==> src/design/adc_seq_pkg.sv <==
/*
 * Shared constants and types for the converter sequencer: register byte
 * offsets, field positions, reset values, timing counts and carriers.
 * Assumes a 32-bit APB slave with one aligned word per register.
 */
package adc_seq_pkg;
	// register byte offsets
	localparam logic [7:0] OFS_MODE = 8'h00;
	localparam logic [7:0] OFS_RES = 8'h04;
	localparam logic [7:0] OFS_IFLAG = 8'h08;
	localparam logic [7:0] OFS_IMASK = 8'h0C;
	localparam logic [7:0] OFS_PER = 8'h10;
	localparam logic [7:0] OFS_RESULT = 8'h14;
	localparam logic [7:0] OFS_CHAN = 8'h18;
	localparam logic [7:0] OFS_STATUS = 8'h1C;
	// field positions
	localparam int MODE_RUN_BIT = 7;
	localparam int MODE_SCAN_BIT = 6;
	localparam int MODE_DIV_HI = 4;
	localparam int MODE_DIV_LO = 3;
	localparam int MODE_TIM_BIT = 1;
	localparam int MODE_CMP_BIT = 0;
	localparam int RES_SEL_BIT = 0;
	localparam int IFLAG_CONV_BIT = 1;
	localparam int IMASK_CONV_BIT = 1;
	localparam int PER_GATE_BIT = 5;
	localparam int STAT_BUSY_BIT = 0;
	localparam int STAT_CHAN_LSB = 1;
	// writable bit masks and reset values
	localparam logic [7:0] MODE_WMASK = 8'hDB;
	localparam logic [7:0] RES_WMASK = 8'h01;
	localparam logic [7:0] PER_WMASK = 8'h20;
	localparam logic [7:0] MODE_RST = 8'h00;
	localparam logic [7:0] RES_RST = 8'h00;
	localparam logic [7:0] PER_RST = 8'h00;
	localparam logic [7:0] IMASK_ONES = 8'hFD;
	localparam logic IMASK_RST = 1'b1;
	localparam logic IFLAG_RST = 1'b0;
	localparam int CHAN_W = 3;
	localparam logic [CHAN_W-1:0] CHAN_RST = 3'h0;
	// clock division codes
	localparam logic [1:0] DIV_BY8 = 2'h0;
	localparam logic [1:0] DIV_BY4 = 2'h1;
	localparam logic [1:0] DIV_BY2 = 2'h2;
	localparam logic [1:0] DIV_BY1 = 2'h3;
	// conversion timing in conversion clock periods
	localparam logic [4:0] TOTAL_LONG = 5'h17;
	localparam logic [4:0] SAMP_LONG = 5'h09;
	localparam logic [4:0] TOTAL_SHORT = 5'h11;
	localparam logic [4:0] SAMP_SHORT = 5'h03;
	// approximation register and result layout
	localparam int SAR_W = 10;
	localparam int SAR_MSB = 9;
	localparam logic [4:0] BITS_10 = 5'h0A;
	localparam logic [4:0] BITS_8 = 5'h08;
	localparam int RESULT_PAD = 6;

	typedef enum logic [1:0] {
		ST_IDLE = 2'b00,
		ST_SAMPLE = 2'b01,
		ST_CONVERT = 2'b11
	} seq_state_t;

	typedef struct packed {
		logic [1:0] div;
		logic timing;
		logic res8;
		logic scan;
	} conv_cfg_t;

	typedef struct packed {
		logic comparator_en;
		logic sampling;
		logic [CHAN_W-1:0] channel;
		logic [SAR_W-1:0] dac_code;
	} analog_ctl_t;
endpackage

==> src/design/conv_clock_div.sv <==
/*
 * Conversion clock divider: a one-cycle tick every 8, 4, 2 or 1 system
 * clocks. Assumes the caller pulses clear when a conversion leaves idle.
 */
module conv_clock_div
	import adc_seq_pkg::*;
(
	input wire logic pclk,
	input wire logic presetn,
	input wire logic enable,
	input wire logic clear,
	input wire logic [1:0] div_code,
	output logic tick
);
	logic [2:0] cnt_r;
	logic [2:0] cnt_nxt;
	logic [2:0] limit;

	// terminal count per division code
	assign limit = (div_code == DIV_BY8) ? 3'h7 :
		(div_code == DIV_BY4) ? 3'h3 :
		(div_code == DIV_BY2) ? 3'h1 : 3'h0;
	// no tick without enable, so a gated supply stops the sequencer
	assign tick = enable & ~clear & (cnt_r == limit);
	assign cnt_nxt = (clear | ~enable | tick) ? 3'h0 : cnt_r + 3'h1;

	// phase counter
	always_ff @(posedge pclk or negedge presetn) begin
		if (!presetn) begin
			cnt_r <= 3'h0;
		end else begin
			cnt_r <= cnt_nxt;
		end
	end
endmodule

==> src/design/adc_sequencer_control.sv <==
/*
 * Sequencer for a software-started successive-approximation converter,
 * with its APB register file, clock divider, timing, result and request flag.
 * Assumes the comparator answer comp_above is synchronous to pclk and
 * settles within one conversion clock after dac_code changes.
 */
// The APB register port and the placing of the registers were decided locally.
module adc_sequencer_control
	import adc_seq_pkg::*;
(
	input wire logic pclk,
	input wire logic presetn,
	input wire logic psel,
	input wire logic penable,
	input wire logic pwrite,
	input wire logic [7:0] paddr,
	input wire logic [31:0] pwdata,
	output logic [31:0] prdata,
	output logic pready,
	output logic pslverr,
	input wire logic comp_above,
	output analog_ctl_t analog,
	output logic conv_end_irq
);
	logic [7:0] mode_r;
	logic [7:0] res_r;
	logic [7:0] per_r;
	logic flag_r;
	logic mask_r;
	logic [CHAN_W-1:0] chan_sel_r;
	logic [CHAN_W-1:0] act_chan_r;
	logic [CHAN_W-1:0] act_chan_nxt;
	logic [15:0] result_r;
	logic [31:0] prdata_r;
	logic [4:0] period_r;
	logic [SAR_W-1:0] sar_r;
	logic [SAR_W-1:0] sar_nxt;
	conv_cfg_t cfg_r;
	conv_cfg_t cfg_nxt;
	seq_state_t state_r;
	seq_state_t state_nxt;

	// bus decode
	logic setup;
	logic access;
	logic sel_mode;
	logic sel_res;
	logic sel_iflag;
	logic sel_imask;
	logic sel_per;
	logic sel_result;
	logic sel_chan;
	logic sel_status;
	logic addr_ok;
	logic wr_ok;
	logic [31:0] rd_word;
	assign setup = psel & ~penable;
	assign access = psel & penable;
	assign sel_mode = (paddr == OFS_MODE);
	assign sel_res = (paddr == OFS_RES);
	assign sel_iflag = (paddr == OFS_IFLAG);
	assign sel_imask = (paddr == OFS_IMASK);
	assign sel_per = (paddr == OFS_PER);
	assign sel_result = (paddr == OFS_RESULT);
	assign sel_chan = (paddr == OFS_CHAN);
	assign sel_status = (paddr == OFS_STATUS);
	assign addr_ok = sel_mode | sel_res | sel_iflag | sel_imask | sel_per | sel_result | sel_chan | sel_status;
	// zero wait states; prdata is captured during setup
	assign pready = 1'b1;
	assign pslverr = access & ~addr_ok;
	assign wr_ok = access & pwrite & addr_ok;
	assign prdata = prdata_r;

	// control fields
	logic run_bit;
	logic cmp_bit;
	logic gate_bit;
	logic may_run;
	logic busy;
	assign run_bit = mode_r[MODE_RUN_BIT];
	assign cmp_bit = mode_r[MODE_CMP_BIT];
	assign gate_bit = per_r[PER_GATE_BIT];
	assign may_run = run_bit & cmp_bit & gate_bit;
	assign busy = (state_r != ST_IDLE);

	// status word shows live sequencer state
	logic [31:0] status_word;
	assign status_word = {{(31-CHAN_W){1'b0}}, act_chan_r, busy};

	// read mux; unused upper bits read zero, mask spare bits read one
	assign rd_word = sel_mode ? {24'h000000, mode_r} :
		sel_res ? {24'h000000, res_r} :
		sel_iflag ? {30'h00000000, flag_r, 1'b0} :
		sel_imask ? {24'h000000, IMASK_ONES | {6'h00, mask_r, 1'b0}} :
		sel_per ? {24'h000000, per_r} :
		sel_result ? {16'h0000, result_r} :
		sel_chan ? {{(32-CHAN_W){1'b0}}, chan_sel_r} :
		sel_status ? status_word : 32'h00000000;

	// timing of the latched configuration
	logic conv_tick;
	logic restart;
	logic start;
	logic last_samp;
	logic conv_end;
	logic [4:0] total;
	logic [4:0] samp;
	logic [4:0] step;
	logic [4:0] nbits;
	logic sar_step;
	assign total = cfg_r.timing ? TOTAL_SHORT : TOTAL_LONG;
	assign samp = cfg_r.timing ? SAMP_SHORT : SAMP_LONG;
	assign nbits = cfg_r.res8 ? BITS_8 : BITS_10;
	assign step = period_r - samp;
	assign start = (state_r == ST_IDLE) & may_run;
	assign last_samp = (state_r == ST_SAMPLE) & may_run & conv_tick & (period_r == samp - 5'h01);
	assign conv_end = (state_r == ST_CONVERT) & may_run & conv_tick & (period_r == total - 5'h01);
	// sequential mode: the next conversion follows at once
	assign restart = start | (conv_end & may_run);
	assign sar_step = (state_r == ST_CONVERT) & conv_tick & (step < nbits);

	// clear only from idle: the end tick zeroes the count itself, and clearing there would loop via conv_end
	conv_clock_div u_div (
		.pclk(pclk),
		.presetn(presetn),
		.enable(busy & gate_bit),
		.clear(start),
		.div_code(cfg_r.div),
		.tick(conv_tick)
	);

	// configuration is frozen per conversion so mid-run writes are safe
	assign cfg_nxt = restart ? '{div: mode_r[MODE_DIV_HI:MODE_DIV_LO], timing: mode_r[MODE_TIM_BIT],
		res8: res_r[RES_SEL_BIT], scan: mode_r[MODE_SCAN_BIT]} : cfg_r;

	// sequencer next state
	always_comb begin
		state_nxt = state_r;
		case (state_r)
			ST_IDLE: begin
				if (may_run) begin
					state_nxt = ST_SAMPLE;
				end
			end
			ST_SAMPLE: begin
				if (!may_run) begin
					state_nxt = ST_IDLE;
				end else if (last_samp) begin
					state_nxt = ST_CONVERT;
				end
			end
			ST_CONVERT: begin
				if (!may_run) begin
					state_nxt = ST_IDLE;
				end else if (conv_end) begin
					state_nxt = ST_SAMPLE;
				end
			end
			default: begin
				state_nxt = ST_IDLE;
			end
		endcase
	end

	// approximation bits: trial bit kept on a high answer, next bit tried
	genvar gi;
	generate
		for (gi = 0; gi < SAR_W; gi++) begin : g_sar
			logic is_trial;
			logic is_next;
			assign is_trial = (step == 5'(SAR_MSB - gi));
			assign is_next = (step == 5'(SAR_MSB - 1 - gi)) & ((step + 5'h01) < nbits);
			assign sar_nxt[gi] = last_samp ? (gi == SAR_MSB) :
				restart ? 1'b0 :
				sar_step ? (is_trial ? (sar_r[gi] & comp_above) : (is_next | sar_r[gi])) :
				sar_r[gi];
		end
	endgenerate

	// scan walks 0 up to the selected channel, select holds it
	assign act_chan_nxt = !restart ? act_chan_r :
		!cfg_nxt.scan ? chan_sel_r :
		start ? CHAN_RST :
		(act_chan_r >= chan_sel_r) ? CHAN_RST : act_chan_r + 3'h1;

	// sequencer registers
	always_ff @(posedge pclk or negedge presetn) begin
		if (!presetn) begin
			state_r <= ST_IDLE;
			period_r <= 5'h00;
			sar_r <= '0;
			cfg_r <= '0;
			act_chan_r <= CHAN_RST;
		end else begin
			state_r <= state_nxt;
			period_r <= restart ? 5'h00 : (conv_tick ? period_r + 5'h01 : period_r);
			sar_r <= sar_nxt;
			cfg_r <= cfg_nxt;
			act_chan_r <= act_chan_nxt;
		end
	end

	// result word, left-aligned; taken from sar_r since sar_nxt is already cleared for the next run
	always_ff @(posedge pclk or negedge presetn) begin
		if (!presetn) begin
			result_r <= 16'h0000;
		end else if (conv_end) begin
			result_r <= {sar_r, {RESULT_PAD{1'b0}}};
		end
	end

	// request flag: a conversion end beats a software clear
	always_ff @(posedge pclk or negedge presetn) begin
		if (!presetn) begin
			flag_r <= IFLAG_RST;
		end else if (conv_end) begin
			flag_r <= 1'b1;
		end else if (wr_ok & sel_iflag) begin
			flag_r <= pwdata[IFLAG_CONV_BIT];
		end
	end

	// software registers; only documented bits are stored
	always_ff @(posedge pclk or negedge presetn) begin
		if (!presetn) begin
			mode_r <= MODE_RST;
			res_r <= RES_RST;
			per_r <= PER_RST;
			mask_r <= IMASK_RST;
			chan_sel_r <= CHAN_RST;
		end else if (wr_ok) begin
			mode_r <= sel_mode ? (pwdata[7:0] & MODE_WMASK) : mode_r;
			res_r <= sel_res ? (pwdata[7:0] & RES_WMASK) : res_r;
			per_r <= sel_per ? (pwdata[7:0] & PER_WMASK) : per_r;
			mask_r <= sel_imask ? pwdata[IMASK_CONV_BIT] : mask_r;
			chan_sel_r <= sel_chan ? pwdata[CHAN_W-1:0] : chan_sel_r;
		end
	end

	// read data captured in setup so it is a flop in the access cycle
	always_ff @(posedge pclk or negedge presetn) begin
		if (!presetn) begin
			prdata_r <= 32'h00000000;
		end else if (setup & ~pwrite) begin
			prdata_r <= rd_word;
		end
	end

	// outputs toward the analog side and the interrupt controller
	assign analog = '{comparator_en: cmp_bit, sampling: (state_r == ST_SAMPLE),
		channel: act_chan_r, dac_code: sar_r};
	assign conv_end_irq = flag_r & ~mask_r;

	// checking helpers: system clocks since conversion start
	logic [7:0] conv_cycle_r;
	logic [1:0] div_shift;
	logic [7:0] expect_len;
	logic [7:0] expect_samp;
	logic [7:0] div_mask;
	assign div_shift = 2'h3 - cfg_r.div;
	assign expect_len = {3'h0, total} << div_shift;
	assign expect_samp = {3'h0, samp} << div_shift;
	assign div_mask = (8'h01 << div_shift) - 8'h01;
	always_ff @(posedge pclk or negedge presetn) begin
		if (!presetn) begin
			conv_cycle_r <= 8'h00;
		end else begin
			conv_cycle_r <= restart ? 8'h01 : (busy ? conv_cycle_r + 8'h01 : 8'h00);
		end
	end

	a_tick_div_spacing: assert property (@(posedge pclk) disable iff (!presetn)
		(conv_tick && busy) |-> ((conv_cycle_r & div_mask) == 8'h00))
		else $error("conversion clock tick off its division grid");
	a_long_conv_len: assert property (@(posedge pclk) disable iff (!presetn)
		(conv_end && !cfg_r.timing) |-> (conv_cycle_r == expect_len) && (total == 5'h17))
		else $error("long timing conversion length wrong");
	a_long_samp_len: assert property (@(posedge pclk) disable iff (!presetn)
		(last_samp && !cfg_r.timing) |-> (conv_cycle_r == expect_samp) && (samp == 5'h09))
		else $error("long timing sampling length wrong");
	a_short_conv_len: assert property (@(posedge pclk) disable iff (!presetn)
		(conv_end && cfg_r.timing) |-> (conv_cycle_r == expect_len) && (expect_samp == ({3'h0, 5'h03} << div_shift)))
		else $error("short timing conversion length wrong");
	a_res8_low_zero: assert property (@(posedge pclk) disable iff (!presetn)
		(conv_end && cfg_r.res8) |=> (result_r[RESULT_PAD+1:RESULT_PAD] == 2'h0))
		else $error("8-bit result has low bits set");
	a_flag_after_end: assert property (@(posedge pclk) disable iff (!presetn)
		conv_end |=> flag_r ##0 (result_r[15:RESULT_PAD] == $past(sar_r)))
		else $error("request flag not set at conversion end");
	a_irq_mask_gate: assert property (@(posedge pclk) disable iff (!presetn)
		(conv_end && !mask_r && !(wr_ok && sel_imask)) |=> conv_end_irq)
		else $error("unmasked conversion end gave no interrupt");
	a_comp_off_stop: assert property (@(posedge pclk) disable iff (!presetn)
		(!cmp_bit) |=> (state_r == ST_IDLE) || $rose(cmp_bit))
		else $error("sequencer ran with comparator stopped");
	a_run_clear_halt: assert property (@(posedge pclk) disable iff (!presetn)
		(wr_ok && sel_mode && !pwdata[MODE_RUN_BIT]) |=> ##1 !busy ##1 !busy)
		else $error("clearing run did not halt conversion");
	a_select_chan_hold: assert property (@(posedge pclk) disable iff (!presetn)
		(restart && !cfg_nxt.scan) |=> (act_chan_r == $past(chan_sel_r)))
		else $error("select mode changed the channel");
	a_gate_no_tick: assert property (@(posedge pclk) disable iff (!presetn)
		!gate_bit |-> !conv_tick && !conv_end)
		else $error("converter clocked while gated off");
	a_result_left_aligned: assert property (@(posedge pclk) disable iff (!presetn)
		$changed(result_r) |-> (result_r[RESULT_PAD-1:0] == 6'h00))
		else $error("result word not left-aligned");
	// short sampling, mask, flag clear, abort, trial bit, channel walk, gate and start
	a_short_samp_len: assert property (@(posedge pclk) disable iff (!presetn)
		(last_samp && cfg_r.timing) |-> (conv_cycle_r == expect_samp) && (samp == 5'h03))
		else $error("short timing sampling length wrong");
	a_irq_masked_low: assert property (@(posedge pclk) disable iff (!presetn)
		mask_r |-> !conv_end_irq)
		else $error("masked request reached the interrupt output");
	a_flag_clear_low: assert property (@(posedge pclk) disable iff (!presetn)
		(wr_ok && sel_iflag && !pwdata[IFLAG_CONV_BIT] && !conv_end) |=> !flag_r)
		else $error("request flag not cleared by software");
	a_abort_no_result: assert property (@(posedge pclk) disable iff (!presetn)
		(busy && !may_run) |=> !busy && $stable(result_r))
		else $error("aborted conversion left a result or kept running");
	a_trial_bit_start: assert property (@(posedge pclk) disable iff (!presetn)
		last_samp |=> (sar_r == 10'h200))
		else $error("conversion phase did not start with the top trial bit");
	a_scan_chan_bound: assert property (@(posedge pclk) disable iff (!presetn)
		(restart && cfg_nxt.scan) |=> (act_chan_r <= $past(chan_sel_r)))
		else $error("scan went past the selected channel");
	a_gate_off_idle: assert property (@(posedge pclk) disable iff (!presetn)
		!gate_bit |=> !busy)
		else $error("sequencer busy with clock gate off");
	a_start_sampling: assert property (@(posedge pclk) disable iff (!presetn)
		start |=> analog.sampling)
		else $error("conversion start did not enter sampling");
endmodule

==> config.mk <==
export PLATFORM = sky130hd
export DESIGN_NAME = adc_sequencer_control
export DESIGN_NICKNAME = d
export VERILOG_FILES = /design/src/design/adc_seq_pkg.sv /design/src/design/conv_clock_div.sv /design/src/design/adc_sequencer_control.sv
export SDC_FILE = /design/constraint.sdc
export NUM_CORES = 1
export LEC_CHECK = 0
export ABC_AREA = 1
export BUFFER_PORTS_ARGS = -buffer_cell sky130_fd_sc_hd__buf_4
export CORE_MARGIN = 2
export CORE_UTILIZATION = 40
export CTS_CLUSTER_DIAMETER = 200
export DETAILED_ROUTE_END_ITERATION = 10
export GPL_ROUTABILITY_DRIVEN = 0
export PLACE_DENSITY_LB_ADDON = 0.15
export SLEW_MARGIN = 30
export SYNTH_ARGS = -nofsm -noshare
export SYNTH_HDL_FRONTEND = slang
export SYNTH_SLANG_ARGS = --single-unit
==> constraint.sdc <==
create_clock -name pclk -period 2.5 [get_ports pclk]
set_clock_uncertainty 0.15 [all_clocks]
set_input_delay 0.25 -clock pclk [delete_from_list [all_inputs] [get_ports pclk]]
set_output_delay 0.25 -clock pclk [all_outputs]
set_load 0.005 [all_outputs]
Word level (Yosys, flattened, before mapping):

Cells that the tools add are included.

* add/sub/neg operators: 7
* $lt $le $gt $ge: 3
* equal/unequal tests: 27
* multiplexer cells: 69
* bitwise gates (word level): 69
* reductions and logical operators: 14

Operators by type and width (count)
* 16-bit 2-to-1 mux: 6
* 1-bit 2-to-1 mux: 44
* 1-bit bitwise AND: 43
* 8-bit by 5-bit equality test with 1-bit output, second input constant: 4
* 3-bit 2-to-1 mux: 7
* 5-bit by 3-bit equality test with 1-bit output, second input constant: 4
* 1-bit OR: 20
* 8-bit by 4-bit equality test with 1-bit output, second input constant: 2
* 2-bit 2-to-1 mux: 6
* 4-bit 2-to-1 mux: 3
* 5-bit by 1-bit adder with 5-bit output, second input constant: 2
* 5-bit by 2-bit equality test with 1-bit output, second input constant: 2
* 5-bit by 4-bit equality test with 1-bit output, second input constant: 2
* 5-bit equality test: 2
* 5-bit by 4-bit < comparator with 1-bit output: 2
* 5-bit 2-to-1 mux: 2
* 2-bit AND reduction: 5
* 8-bit by 3-bit equality test with 1-bit output, second input constant: 1
* 8-bit zero test: 1
* 3-bit by 1-bit adder with 3-bit output, second input constant: 2
* 1-bit inverter: 6
* 2-bit case mux with 3 select lines: 1
* 2-bit nonzero test: 3
* 5-bit by 1-bit equality test with 1-bit output, second input constant: 1
* 15 further kinds: 18

* register bits after elaboration: 83
* output and inout port bits: 50
* logic and storage cells: 206

Longest topological paths before layout:

* word-level depth: 12
* gate-level depth with buffers: 15
* gate-level depth less buffers: 15

Modules after synthesis:

From an unflattened synthesis, not the netlist that was laid out.

* cells, all modules: 520
* area total of the unflattened synthesis: 4027.6 sq um

Modules (own cells, without submodules)
* adc_sequencer_control: times used 1, cells an instance 492, area each 3833.7 sq um, sequential area each 1602.8 sq um
* conv_clock_div: times used 1, cells an instance 28, area each 193.9 sq um, sequential area each 75.1 sq um

Worst setup path after synthesis:

OpenSTA, ideal clock, no wires.

* path kind: register to register
* from: register period_r[0]
* to: register sar_r[4]
* setup time: 0.073 ns
* data arrival time: 2.038 ns
* setup slack: 0.239 ns
* cell stages (with the launch flop): 14
* clock period less this slack: 2.261 ns
* path through: dfrtp_1 -> inv_1 -> fa_1 -> nand2_1 -> nand2_1 -> nand2_1 -> nand2_2 -> nand2_4 -> ha_1 -> inv_1 -> nand2_1 -> inv_2 -> nand3_1 -> a21oi_2

* longest elaborated chain between the ends: 9
* elaborated cells on any way between the ends: 20
* those cells by class: add/sub (2); order compare (2); eq/ne (4); mux (4); bitwise (7); reduce/logical (1)

RTL lines
* start, declared: RTL line adc_sequencer_control.sv:35 `logic [4:0] period_r;`
* start signal, assigned: RTL line adc_sequencer_control.sv:196 `period_r <= restart ? 5'h00 : (conv_tick ? period_r + 5'h01 : period_r);`
* 5-bit by 4-bit subtractor with 5-bit output: RTL line adc_sequencer_control.sv:114 `assign step = period_r - samp;`
* 5-bit by 1-bit adder with 5-bit output: RTL line adc_sequencer_control.sv:172 `assign is_next = (step == 5'(SAR_MSB - 1 - gi)) & ((step + 5'h01) < nbits);`
* 5-bit by 4-bit < comparator with 1-bit output: RTL line adc_sequencer_control.sv:172
* 1-bit bitwise AND: RTL line adc_sequencer_control.sv:172
* 1-bit OR: RTL line adc_sequencer_control.sv:175 `sar_step ? (is_trial ? (sar_r[gi] & comp_above) : (is_next | sar_r[gi])) :`
* 1-bit 2-to-1 mux (2 in a row): RTL line adc_sequencer_control.sv:175
* 1-bit 2-to-1 mux: RTL line adc_sequencer_control.sv:174 `restart ? 1'b0 :`
* 1-bit 2-to-1 mux: RTL line adc_sequencer_control.sv:173 `assign sar_nxt[gi] = last_samp ? (gi == SAR_MSB) :`
* end signal, assigned: RTL line adc_sequencer_control.sv:197 `sar_r <= sar_nxt;`
* end, declared: RTL line adc_sequencer_control.sv:36 `logic [SAR_W-1:0] sar_r;`

Parallel ways exist; a longest one is shown, timed or not. The select of a mux whose other input is x is not followed.
A chain may end at the register's enable or synchronous reset.

Final worst setup path:

* from: register cfg_r[2] (netlist name)
* to: register sar_r[9]

* longest elaborated chain between the ends: 10
* elaborated cells on any way between the ends: 24
* those cells by class: add/sub (4); order compare (2); eq/ne (3); mux (6); bitwise (7); reduce/logical (2)

RTL lines
* start, declared: RTL line adc_sequencer_control.sv:38 `conv_cfg_t cfg_r;`
* start signal, assigned: RTL line adc_sequencer_control.sv:198 `cfg_r <= cfg_nxt;`
* 4-bit 2-to-1 mux: RTL line adc_sequencer_control.sv:112 `assign samp = cfg_r.timing ? SAMP_SHORT : SAMP_LONG;`
* 5-bit by 4-bit subtractor with 5-bit output: RTL line adc_sequencer_control.sv:114
* 5-bit by 1-bit adder with 5-bit output: RTL line adc_sequencer_control.sv:172
* 5-bit by 4-bit < comparator with 1-bit output: RTL line adc_sequencer_control.sv:172
* 1-bit bitwise AND: RTL line adc_sequencer_control.sv:172
* 1-bit OR: RTL line adc_sequencer_control.sv:175
* 1-bit 2-to-1 mux (2 in a row): RTL line adc_sequencer_control.sv:175
* 1-bit 2-to-1 mux: RTL line adc_sequencer_control.sv:174
* 1-bit 2-to-1 mux: RTL line adc_sequencer_control.sv:173

Parallel ways exist; a longest one is shown, timed or not. The select of a mux whose other input is x is not followed.

==> out/results.env <==
TOTALPOWERFINAL_uW=2350
SETUP-TNS-FINAL_PS=0
SYNTH-ASYNC-RESET-RATIO=1.00
TRACK_USAGE=0.187
ANTENNA_FOUND_INITIAL=0
P_LEAK_uW=0.00243
WORST_PATH_MOST_REPEATED_CELL='nand2_1'
POST_DRT_WL_PER_CELL_UM=13.3
ROUTED-VIA-COUNT=3457
NUMBER_OF_GLOBAL_ROUTE_VIAS_BEFORE_REPAIR=3166
SYN_AREA_UM2=3920
WORSTSETUPPATHTYPE='flip-flop to flip-flop'
GRT_FIRST_PASS_WIRELENGTH_UM=15300
COUNT_LEADER_SYNTH='nand2_1'
CTSHTREEMAXLEVEL=3
CTS_MADE_BUFFERS=9
NETLIST.TOP_CELL.BY_AREA='dfrtp_1'
DRIVE_ABOVE_1_SHARE=0.202
OUTCOME='complete, no violations'
ITERATION_0_DRC_COUNT_OF_THE_DETAILED_ROUTER=147
DRV.MAX_CAP_VIOLATION_COUNT=0
WORSTREG2REGEND='sar_r[9]'
ROUTED_WL_UM=9440
FINAL_NETS=633
WORSTSETUPENDPOINT='sar_r[9]'
SYNTH-WARNING-COUNT=0
SYNTH.TOP_CELLS.BY_COUNT='120 x nand2_1, 66 x dfrtp_1, 64 x inv_1'
FINISH.CELL_COUNT_WITHOUT_FILLERS=711
PLACED_CELL_AREA_UM2=4450
YOSYSUNIQUECELLTYPES=39
FIRSTDRTPASSITERS=4
WORST_SKEW_PAIR.LATE_LATENCY_PS=340
DIEAREA_UM2=10600
WORSTREGTOREGCELLS=13
CLK_PIN_SLEW_PS=80
TIMING.CRITICAL_PATH.CELLS='buf_4, fa_2, nand2_1, nand2_1, nand2_1, nand2_2, nand2_4, ha_1, inv_1, nand2_1, o21ai_0, nand2_1, nand3_1'
ROUTED_VIA_DENSITY=4.86
ROUTE.ANTENNA.REMAINING_NETS=0
MAX_SLEW_VIOLATION_COUNT=0
CRIT-REG2REG-LAUNCH='cfg_r[2]'
CRIT_CELLS=13
SEQUENTIAL_SHARE_OF_THE_SYNTHESIZED_AREA=0.428
WHS_PS=15.6
FLOW.AREA_GROWTH_FROM_SYNTHESIS_PCT=21.7
DP.CELLS=691
WORST_PATH_MAX_DELAY_CELL='dfrtp_1'
TIMING.FINAL.CRIT_PERIOD_PS=2320
COUNT_OF_MAPPED_CELLS_OUT_OF_SYNTHESIS=506
FLIP_FLOP_AND_LATCH_COUNT_AFTER_SYNTHESIS=67
OVERFLOW=0
TOP_LEVEL_PORTS=96
POST-ROUTE-CELL-AREA_UM2=4770
SETUP_VIOL=0
CRIT_START='cfg_r[2]'
CRITICAL_PATH.STARTPOINT_TYPE='flip-flop'
PLACEMENT.IO_BUFFERS=54
TIMING.CRITICAL_PATH.ARRIVAL_PS=2450
INSERTEDDIODECOUNT=0
CP_SLOWEST_STAGE_DELAY_PS=400
NETLIST_TOP_CELLS_AREA='dfrtp_1 42%, nand2_1 11%, inv_1 6.1%'
MAX-VDD-IR-DROP_uV=234
CRIT_REQUIRED_PS=2630
INITIAL_UTILIZATION=0.407
CTSROOTBUFFERMASTER='clkbuf_8'
RSZ0062_AT_GRT='no'
AREA_SHARE_OF_THE_LARGEST_CELL_TYPE_AFTER_SYNTHESIS=0.421
HPWL_REPORTED_AT_THE_END_OF_DETAILED_PLACEMENT_UM=7050
NFILLCELLS=996
WORSTSETUPENDPOINTTYPE='flip-flop'
WORSTMARGINPINSLEW_PS=619
CRITICAL-PATH-TOP-DELAY-FAMILY='simple AND/OR/NAND/NOR gates'
DIE_X_UM=103
ROW_COUNT=36
POST_SYNTH.CELL_AREA_AVG_UM2=7.75
GRT_MAX_DEGREE=68
DETAIL_ROUTE.DRC_VIOLATIONS=0
PATH_MAX_FANOUT=8
FLOORPLAN.DIE.HEIGHT_UM=103
SINKS_ON_THE_CLOCK_NET=67
FINALHOLDVIOLATIONS=0
TIMING_LIMITED_MAXIMUM_FREQUENCY_GHz=0.431
SYNTH-EDFF-COUNT=0
TIMING.SLEW.HEADROOM=0.587
SYNTHFLOPTYPE='dfrtp_1'
HP-CLASS='input pin to flip-flop'
P_PER_AREA_nW_PER_UM2=492
REGTOREGSETUPSLACK_PS=180
CLOCK_TREE_FROM_TRITONCTS='done'
CRITICAL_PATH.N_BUFFERS_INVERTERS=2
CTS-ROOT-TO-SINK-BUFFERS=2
POST_ROUTE_FRACTION_OF_THE_PERIOD_CONSUMED_BY_THE_CRITICAL_PATH=0.929
CORE_AREA_UM2=9640
[flip-flops by register name, summed over array words and instances, names as in the netlist]
signal       flops
state_r          2
chan_sel_r       3
u_div.cnt_r      3
sar_r           10
prdata          16
act_chan_r       3
flag_r           1
result_r        10
per_r            1
res_r            1
period_r         5
mask_r           1
mode_r           6
cfg_r            5
[power by group]
group | leakage (uW) | switching [uW] | internal, uW | total [uW]
logic | 0.00143 | 68.4 | 51.8 | 120
clock network | 0.000120 | 458 | 671 | 1130
registers | 0.000883 | 6.98 | 1090 | 1100
[cell families after synthesis]
group                    share of synthesized area
buffers and inverters                        0.108
other                                      0.00192
XOR/XNOR                                   0.00447
AO/OA/AOI/OAI                                0.124
AND/OR/NAND/NOR                              0.285
adder cells (fa/ha/maj)                     0.0466
multiplexers                               0.00287
flip-flops                                   0.428
[tightest hold or removal path, cell delays in order]
cell and delay [ps]:
buf_4 80, nor2_1 40, a21oi_1 110
[worst min path at each step]
stage               endpoint       from  cells after the start
3_5_place_dp   chan_sel_r[2]    presetn                      1
2_1_floorplan  act_chan_r[0]    presetn                      0
4_1_cts            mode_r[4]  pwdata[4]                      3
6_report       chan_sel_r[2]  pwdata[2]                      3
3_3_place_gp   chan_sel_r[2]    presetn                      1
5_1_grt            mode_r[3]  pwdata[3]                      3
[metrics by stage]
| stage | utilization | setup WS, ps |
|---|---|---|
| after floorplan | - | 239 |
| after global placement | 0.461 | 135 |
| after detailed placement | 0.461 | 91.1 |
| after CTS | 0.491 | 67.8 |
| after global routing | 0.495 | 9.63 |
| final | 0.495 | 177 |
[metal layers]
layer | track usage | wire length (um)
met4 | 0.0749 | 140
met1 | 0.258 | 4530
met2 | 0.293 | 4320
met3 | 0.0319 | 446
met5 | 0 | 0
[layout by cell type, fill, tap and decap left out, drive strengths merged, types with 2 or more instances in the layout]
cell type	count
a21oi	25
a2bb2oi	2
a31oi	2
buf	60
bufinv	3
clkbuf	9
clkinvlp	2
conb	17
dfrtp	66
dlygate4sd3	4
ha	13
inv	71
nand2	129
nand3	43
nand4	8
nor2	49
nor3	8
o21ai	48
o22ai	3
o31ai	5
xnor2	2
[layout make-up]
cell class,count,area [um^2],share of cell area
Timing Repair Buffer,64,510,0.107
Tap cell,133,166,0.0349
Multi-Input combinational cell,361,1900,0.398
Sequential cell,67,1680,0.352
Clock inverter,7,124,0.0260
Clock buffer,9,124,0.0260
Inverter,70,267,0.0559
[timing repair]
item | CTS | global route
resized for setup | 0 | 7
endpoints found under the hold margin | 69 | 0
hold buffers | 4 | 0
endpoints found under the setup margin | 0 | 17
buffers inserted | 0 | 0
(Power assumes the default switching activity.)
